File: src/pll_status_cfg.svh
// Offsets, field positions, reset values and timing counts of the status bank
`ifndef PLL_STATUS_CFG_SVH
`define PLL_STATUS_CFG_SVH

// Register indices, byte address is four times the index
`define PS_IDX_W         10
`define PS_IDX_THRESH    10'h01a
`define PS_IDX_STATUS    10'h01f
`define PS_IDX_EVENT     10'h020
`define PS_IDX_MASK      10'h021

// Status register field positions
`define PS_BIT_LOCK      0
`define PS_BIT_PRI       1
`define PS_BIT_SEC       2
`define PS_BIT_OSC       3
`define PS_BIT_REFSEL    4
`define PS_BIT_HOLD      5
`define PS_BIT_CAL       6

// Threshold select field of the threshold control register
`define PS_BIT_THRESH    6

// Widths of the status and event fields and of the monitor inputs
`define PS_STAT_W        7
`define PS_MON_W         8

// Reset values
`define PS_THRESH_RST    1'b0
`define PS_EVENT_RST     7'h00
`define PS_MASK_RST      7'h00
`define PS_RDATA_RST     32'h0000_0000

// Synchroniser depth in clock cycles
`define PS_SYNC_STAGES   2

`endif

File: src/pll_status_pkg.sv
// Types shared by the status bank modules
package pll_status_pkg;

    // Register selected by a bus address
    typedef enum logic [2:0] {
        SEL_NONE,
        SEL_THRESH,
        SEL_STATUS,
        SEL_EVENT,
        SEL_MASK
    } reg_sel_t;

endpackage

File: src/pll_status_sync.sv
// Multi-bit two-stage level synchroniser for monitor inputs
`timescale 1ns/1ps
`include "pll_status_cfg.svh"

module pll_status_sync #(
    parameter int WIDTH = `PS_MON_W
) (
    input  wire logic             hclk,
    input  wire logic             hresetn,
    input  wire logic [WIDTH-1:0] async_in,
    output logic      [WIDTH-1:0] sync_out
);

    logic [WIDTH-1:0] meta_q;
    logic [WIDTH-1:0] sync_q;

    // First stage feeds only the second stage
    always_ff @(posedge hclk or negedge hresetn) begin
        if (!hresetn) begin
            meta_q <= '0;
            sync_q <= '0;
        end else begin
            meta_q <= async_in;
            sync_q <= meta_q;
        end
    end

    assign sync_out = sync_q;

endmodule // pll_status_sync

File: src/pll_status_readback.sv
// Loop status readback bank with AHB-Lite slave and change interrupts
//
// Decided for this implementation: register access over AHB-Lite and the address map.
`timescale 1ns/1ps
`include "pll_status_cfg.svh"

module pll_status_readback (
    input  wire logic        hclk,
    input  wire logic        hresetn,
    // AHB-Lite slave
    input  wire logic        hsel,
    input  wire logic [31:0] haddr,
    input  wire logic [1:0]  htrans,
    input  wire logic        hwrite,
    input  wire logic [2:0]  hsize,
    input  wire logic [31:0] hwdata,
    input  wire logic        hready,
    output logic             hreadyout,
    output logic             hresp,
    output logic      [31:0] hrdata,
    // Asynchronous monitor indications
    input  wire logic        holdover_in,
    input  wire logic        secondary_ref_in_use_flag,
    input  wire logic        diff_ref_mode_in,
    input  wire logic        osc_above_in,
    input  wire logic        secondary_reference_input_above,
    input  wire logic        primary_reference_input_above,
    input  wire logic        lock_detect_in,
    input  wire logic        cal_done_in,
    // Threshold select for the reference monitors
    output logic             ref_threshold_sel,
    // Interrupt
    output logic             irq
);

    // Address phase decode to a register select
    function automatic pll_status_pkg::reg_sel_t map_sel(
        input logic [31:0] addr
    );
        logic [`PS_IDX_W-1:0] idx;
        idx = addr[`PS_IDX_W+1:2];
        map_sel = pll_status_pkg::SEL_NONE;
        if (addr[31:`PS_IDX_W+2] == '0 && addr[1:0] == 2'h0) begin
            unique case (idx)
                `PS_IDX_THRESH: map_sel = pll_status_pkg::SEL_THRESH;
                `PS_IDX_STATUS: map_sel = pll_status_pkg::SEL_STATUS;
                `PS_IDX_EVENT:  map_sel = pll_status_pkg::SEL_EVENT;
                `PS_IDX_MASK:   map_sel = pll_status_pkg::SEL_MASK;
                default:        map_sel = pll_status_pkg::SEL_NONE;
            endcase
        end
    endfunction

    logic [`PS_MON_W-1:0]      mon_raw;
    logic [`PS_MON_W-1:0]      mon_s;
    logic [7:0]                status_w;
    logic                      refsel_w;
    logic                      acc_w;
    logic                      rd_acc_w;
    logic                      wr_acc_w;
    pll_status_pkg::reg_sel_t  addr_sel_w;
    pll_status_pkg::reg_sel_t  wr_sel_q;
    logic                      wr_pend_q;
    logic                      wr_thresh_w;
    logic                      wr_event_w;
    logic                      wr_mask_w;
    logic [31:0]               rdata_d;
    logic [31:0]               rdata_q;
    logic                      thresh_d;
    logic                      thresh_q;
    logic [`PS_STAT_W-1:0]     mask_d;
    logic [`PS_STAT_W-1:0]     mask_q;
    logic [`PS_STAT_W-1:0]     prev_q;
    logic [`PS_STAT_W-1:0]     change_w;
    logic [`PS_STAT_W-1:0]     clear_w;
    logic [`PS_STAT_W-1:0]     event_d;
    logic [`PS_STAT_W-1:0]     event_q;

    // Monitor inputs gathered for the synchroniser
    assign mon_raw = {diff_ref_mode_in,
                      cal_done_in,
                      holdover_in,
                      secondary_ref_in_use_flag,
                      osc_above_in,
                      secondary_reference_input_above,
                      primary_reference_input_above,
                      lock_detect_in};

    pll_status_sync #(
        .WIDTH    (`PS_MON_W)
    ) u_sync (
        .hclk     (hclk),
        .hresetn  (hresetn),
        .async_in (mon_raw),
        .sync_out (mon_s)
    );

    assign refsel_w = mon_s[4] & ~mon_s[7];

    // Live status word, bit 7 reserved as zero
    // lock detect bit
    assign status_w[`PS_BIT_LOCK]   = mon_s[0];
    assign status_w[`PS_BIT_PRI]    = mon_s[1];
    assign status_w[`PS_BIT_SEC]    = mon_s[2];
    assign status_w[`PS_BIT_OSC]    = mon_s[3];
    assign status_w[`PS_BIT_REFSEL] = refsel_w;
    assign status_w[`PS_BIT_HOLD]   = mon_s[5];
    assign status_w[`PS_BIT_CAL]    = mon_s[6];
    assign status_w[7]              = 1'b0;

    // Bus transfer qualification
    assign acc_w      = hsel & hready & htrans[1];
    assign rd_acc_w   = acc_w & ~hwrite;
    assign wr_acc_w   = acc_w & hwrite;
    assign addr_sel_w = map_sel(haddr);

    // Write data phase strobes; the status select has no strobe at all
    // status ignores writes
    assign wr_thresh_w = wr_pend_q & (wr_sel_q == pll_status_pkg::SEL_THRESH);
    assign wr_event_w  = wr_pend_q & (wr_sel_q == pll_status_pkg::SEL_EVENT);
    assign wr_mask_w   = wr_pend_q & (wr_sel_q == pll_status_pkg::SEL_MASK);

    // Write address phase capture
    always_ff @(posedge hclk or negedge hresetn) begin
        if (!hresetn) begin
            wr_pend_q <= 1'b0;
            wr_sel_q  <= pll_status_pkg::SEL_NONE;
        end else begin
            wr_pend_q <= wr_acc_w;
            wr_sel_q  <= addr_sel_w;
        end
    end

    // Read mux, unmapped reads return zero
    // read shows live status
    assign rdata_d =
        !rd_acc_w ? `PS_RDATA_RST :
        (addr_sel_w == pll_status_pkg::SEL_STATUS) ? {24'h0, status_w} :
        (addr_sel_w == pll_status_pkg::SEL_THRESH) ?
            (32'h0 | ({31'h0, thresh_q} << `PS_BIT_THRESH)) :
        (addr_sel_w == pll_status_pkg::SEL_EVENT)  ? {25'h0, event_q} :
        (addr_sel_w == pll_status_pkg::SEL_MASK)   ? {25'h0, mask_q} :
        `PS_RDATA_RST;

    // Read data register for the data phase
    always_ff @(posedge hclk or negedge hresetn) begin
        if (!hresetn) begin
            rdata_q <= `PS_RDATA_RST;
        end else begin
            rdata_q <= rdata_d;
        end
    end

    // Threshold select and mask next values
    // threshold select register
    assign thresh_d = wr_thresh_w ? hwdata[`PS_BIT_THRESH] : thresh_q;
    assign mask_d   = wr_mask_w ? hwdata[`PS_STAT_W-1:0] : mask_q;

    // Control registers
    always_ff @(posedge hclk or negedge hresetn) begin
        if (!hresetn) begin
            thresh_q <= `PS_THRESH_RST;
            mask_q   <= `PS_MASK_RST;
        end else begin
            thresh_q <= thresh_d;
            mask_q   <= mask_d;
        end
    end

    // Change detect, write one clears, a new change beats the clear
    assign change_w = status_w[`PS_STAT_W-1:0] ^ prev_q;
    assign clear_w  = wr_event_w ? hwdata[`PS_STAT_W-1:0] : `PS_EVENT_RST;
    assign event_d  = (event_q & ~clear_w) | change_w;

    // Sticky change events
    always_ff @(posedge hclk or negedge hresetn) begin
        if (!hresetn) begin
            prev_q  <= '0;
            event_q <= `PS_EVENT_RST;
        end else begin
            prev_q  <= status_w[`PS_STAT_W-1:0];
            event_q <= event_d;
        end
    end

    // Outputs
    assign hreadyout         = 1'b1;    // Zero wait states
    assign hresp             = 1'b0;    // Always OKAY
    assign hrdata            = rdata_q;
    assign ref_threshold_sel = thresh_q;
    assign irq               = |(event_q & mask_q);

    // Cycles since reset, lets past samples settle
    logic [1:0] up_q;
    logic       up_ok;
    logic       rd_stat_w;

    always_ff @(posedge hclk or negedge hresetn) begin
        if (!hresetn) begin
            up_q <= 2'h0;
        end else if (up_q != 2'h3) begin
            up_q <= up_q + 2'h1;
        end
    end

    assign up_ok     = (up_q == 2'h3);
    assign rd_stat_w = rd_acc_w & (addr_sel_w == pll_status_pkg::SEL_STATUS);
endmodule // pll_status_readback

File: config.mk
export PLATFORM = sky130hd
export DESIGN_NAME = pll_status_readback
export DESIGN_NICKNAME = d
export VERILOG_FILES = /design/src/pll_status_pkg.sv /design/src/pll_status_sync.sv /design/src/pll_status_readback.sv
export VERILOG_INCLUDE_DIRS = /design/src
export SDC_FILE = /design/constraint.sdc
export NUM_CORES = 1
export LEC_CHECK = 0
export ABC_CLOCK_PERIOD_IN_PS = 3700
export BUFFER_PORTS_ARGS = -buffer_cell sky130_fd_sc_hd__buf_4
export CORE_MARGIN = 2
export CORE_UTILIZATION = 40
export CTS_CLUSTER_SIZE = 30
export DETAILED_ROUTE_END_ITERATION = 7
export PLACE_DENSITY = 0.85
export SYNTH_ARGS = -nofsm -noshare
export SYNTH_HDL_FRONTEND = slang
export SYNTH_SLANG_ARGS = --single-unit
export TNS_END_PERCENT = 1
File: constraint.sdc
create_clock -name hclk -period 3.7 [get_ports hclk]
set_input_delay 0.555 -clock hclk [delete_from_list [all_inputs] [get_ports hclk]]
set_output_delay 0.555 -clock hclk [all_outputs]
set_load 0.005 [all_outputs]
==> summary by stage <==
Die
The initial utilization of the core area, before any placement, comes to between 40% and 50%. The area of the core is about 0.0051 mm2. From bottom edge to top edge, the die measures 76.5 um. The width of the die is 76.5 um. In this run the core area contains 26 standard-cell rows.

The floorplan step defined a die boundary enclosing approximately 0.006 mm2. The number of I/O pins is 118.

Worst setup path
The reg-to-reg critical path endpoint is mask_q[6]. Among all stages on the critical path, the largest delay is contributed by sky130_fd_sc_hd__dfrtp_1. The cell class contributing the biggest share of worst-path delay is flip-flops. In this run the critical register-to-register path is launched from wr_sel_q[1]. For the worst setup path, the data required time is 3.14 ns.

The number of buffers and inverters on the critical path is 1. Data on the critical path arrives at its endpoint at 1.38 ns. The register-to-register setup slack is between 2 and 2.5 ns. On the worst path, the slowest cell contributes a delay of around 0.4 ns.

STA classifies the critical path startpoint as a flip-flop. The logic depth of the worst register-to-register path is 3. The worst setup path is captured at a primary output.

In this run the worst path has a maximum fanout of 3. By startpoint and endpoint, the worst setup path is classified as reg -> out. Traced cell by cell, the critical path runs through a222oi_1, nand3_1, buf_4.

Power and ir drop
The static leakage is between 1 and 1.5 nW. The share of power burned in the clock network is 34.1%. The final total power is ~0.00097 W. The logic gate share of total power is 8.5%.

The internal power summed over all cells is approximately 0.00076 W. The power density over the cells is 367 mW/mm2. Net switching is 21.0% of the power. The analysis attributes to net switching a power of a little over 0.0002 W. The sequential share of power is 57.4%.

The worst ir drop on vdd is 0.000197 V.

Synth
After synthesis, the netlist uses 30 different library cells. In the synthesized netlist the dominant register cell turns out to be sky130_fd_sc_hd__dfrtp_1. After technology mapping, the gate count stands at 181. In this run, synthesis inferred 0 flip-flops with an integrated enable. The mapped netlist covers around 0.0021 mm2. The warning count from the yosys run is 0. Counting flops with an async set or reset pin after synthesis yields a share of 100%.

Dividing the synthesized area by the synthesized cell count gives roughly 12 um2. The post-synthesis register bit count is 49. The portion of the post-synthesis area used by sequential elements is 58.3%.

Layout
The finished layout holds 315 standard cells, fillers aside. In the layout the commonest cells are sky130_fd_sc_hd__buf_4 (62), sky130_fd_sc_hd__dfrtp_1 (49), sky130_fd_sc_hd__nand2_1 (27), sky130_fd_sc_hd__conb_1 (27). Leaving out fill and tap cells, the most frequent cell in the layout is sky130_fd_sc_hd__buf_4. The synthesis-to-finish area growth is 25.1%. The number of antenna diodes in the final layout is 0. The fraction of final layout cells with drive strength greater than 1 is 35.5%. The final-stage net count is 326.

Place
The number of placed instances, taps included, is 307. The congestion estimate from routability-driven global placement came to 0.761. The number of buffers inserted by port buffering is 61.

The HPWL after detailed placement is 2.89 mm.

STA
The number of endpoints failing setup at the final stage is 0. The final count of pins violating max slew is 0. The number of hold violations in the final report was 0. Timing would allow up to ~0.52 GHz. For the pin with the worst max-slew slack, the measured transition is 0.577 ns. Summed over all failing endpoints, the final setup total negative slack is 0 ns. The tightest hold path in the finished design has a slack of 0.253 ns. In the finished design, the share of the clock period the worst path needs comes to 52.3%. Setup repair after global routing left no endpoint under its margin. The headroom to the max-slew limit is roughly 62%.

On the final layout, the worst clock skew is 0.00390 ns. The time the worst path needs with I/O delays and setup is 1.94 ns.

Outcome
The flow ran to the end, and the final reports show no timing, DRC or antenna violations.

Worst hold path
The min-delay analysis places its worst path in the category in -> async.

Clock tree
Buffers inserted to repair hold after CTS numbered 0. The maximum buffer depth of the clock tree is 2. The deepest level of the CTS H-tree is 2.

After clock tree synthesis, the clock-pin slew on the worst setup and hold paths is 0.08 ns. The CTS root buffer is sky130_fd_sc_hd__clkbuf_8. TritonCTS built the clock tree. The worst-skew pair later-pin latency is around 0.29 ns. The count of buffers added by post-CTS timing repair for setup is 0. CTS saw 49 sinks.

Post-CTS repair changed the size of 0 cells. The number of clock buffers added by TritonCTS is 5.

Global route
The global-route total usage across every layer is around 14%. The total congestion overflow is 0. The via count of the first global-routing pass is 1372. The initial antenna violation count is 0.

The first global-routing pass estimated ~6.5 mm of wire. Entering global routing, the biggest net connects 50 pins.

Route
In this run, the number of DRC markers left after iteration 0 of detailed routing was 89. The number of design rule violations left after detail routing is 0. The routed length per instance is about 12 um. The first-pass iteration count of the detailed router is 4. The remaining antenna violation count is 0.

After detailed routing, the total wire length is 3.79 mm. Using the TritonRoute via totals, the vias-per-cell ratio works out to approximately 4.5. Across all layers, the routed design uses 1419 vias.

Flow run
The reported max-cap violation count is 0.
## sequential cells by signal (all words and copies together), names as in the netlist
signal,flops
mask_q,7
wr_pend_q,1
ref_threshold_sel,1
event_q,7
hrdata,7
prev_q,7
u_sync.meta_q,8
wr_sel_q,3
u_sync.sync_out,8
## worst max path at each step
stage | startpoint | endpoint | cells past startpoint
CTS | mask_q[3] | irq | 3
global route | mask_q[3] | irq | 3
finish | mask_q[3] | irq | 3
global placement | haddr[17] | hrdata[5] | 6
detailed placement | haddr[17] | hrdata[5] | 6
floorplan | haddr[6] | hrdata[6] | 5
## power by group through the flow
| stage | clock [W] | combinational, W | sequential (W) |
|---|---|---|---|
| floorplan | 0 | 0.0000463 | 0.000564 |
| global placement | 0 | 0.0000810 | 0.000565 |
| detailed placement | 0 | 0.0000831 | 0.000566 |
| CTS | 0.000343 | 0.0000833 | 0.000555 |
| global route | 0.000372 | 0.0000920 | 0.000556 |
| finish | 0.000329 | 0.0000826 | 0.000555 |
## per-stage QoR
step / worst slack [ns] / area [um2] / util, %
after CTS: 1.76 / 2630 / 51.6
after global placement: 1.68 / 2530 / 49.6
final: 1.76 / 2630 / 51.6
after floorplan: 1.94 / 2200 / -
after detailed placement: 1.61 / 2530 / 49.6
after global routing: 1.58 / 2630 / 51.6
## area by class of cell
class | count | area, um2
Clock inverter | 1 | 5.00
Timing Repair Buffer | 62 | 465
Multi-Input combinational cell | 123 | 742
Sequential cell | 49 | 1230
Clock buffer | 7 | 96.3
Inverter | 3 | 11.3
Tap cell | 70 | 87.6
Fill cell | 477 | 2470
## cell families after synthesis
logic type	after synthesis	synth area share [%]
flip-flops	49	58.3
other	2	0.357
multiplexers	12	6.42
XOR/XNOR	7	2.91
AND/OR/NAND/NOR	63	16.2
AO/OA/AOI/OAI	14	4.88
buffers and inverters	34	10.9
## layer usage
metal | GRT usage [%] | vias up | wire (um)
met3 | 5.33 | 7 | 253
met1 | 17.4 | 672 | 1540
li1 | - | 687 | -
met5 | 0 | - | 0
met2 | 23.6 | 53 | 1950
met4 | 4.55 | 0 | 51
## cell usage after synthesis, types with 3 or more instances
cell type,instances,area share [%]
sky130_fd_sc_hd__inv_1,3,0.54
sky130_fd_sc_hd__clkbuf_1,3,0.54
sky130_fd_sc_hd__nor2_1,12,2.1
sky130_fd_sc_hd__nand2_1,27,4.8
sky130_fd_sc_hd__a22oi_1,9,3.2
sky130_fd_sc_hd__buf_4,27,9.6
sky130_fd_sc_hd__mux2_2,12,6.4
sky130_fd_sc_hd__xnor2_1,7,2.9
sky130_fd_sc_hd__nor4_1,5,1.5
sky130_fd_sc_hd__dfrtp_1,49,58
sky130_fd_sc_hd__nand3_1,3,0.71
sky130_fd_sc_hd__nor3_1,3,0.71
Note: power is estimated with default switching activity, not from simulation.
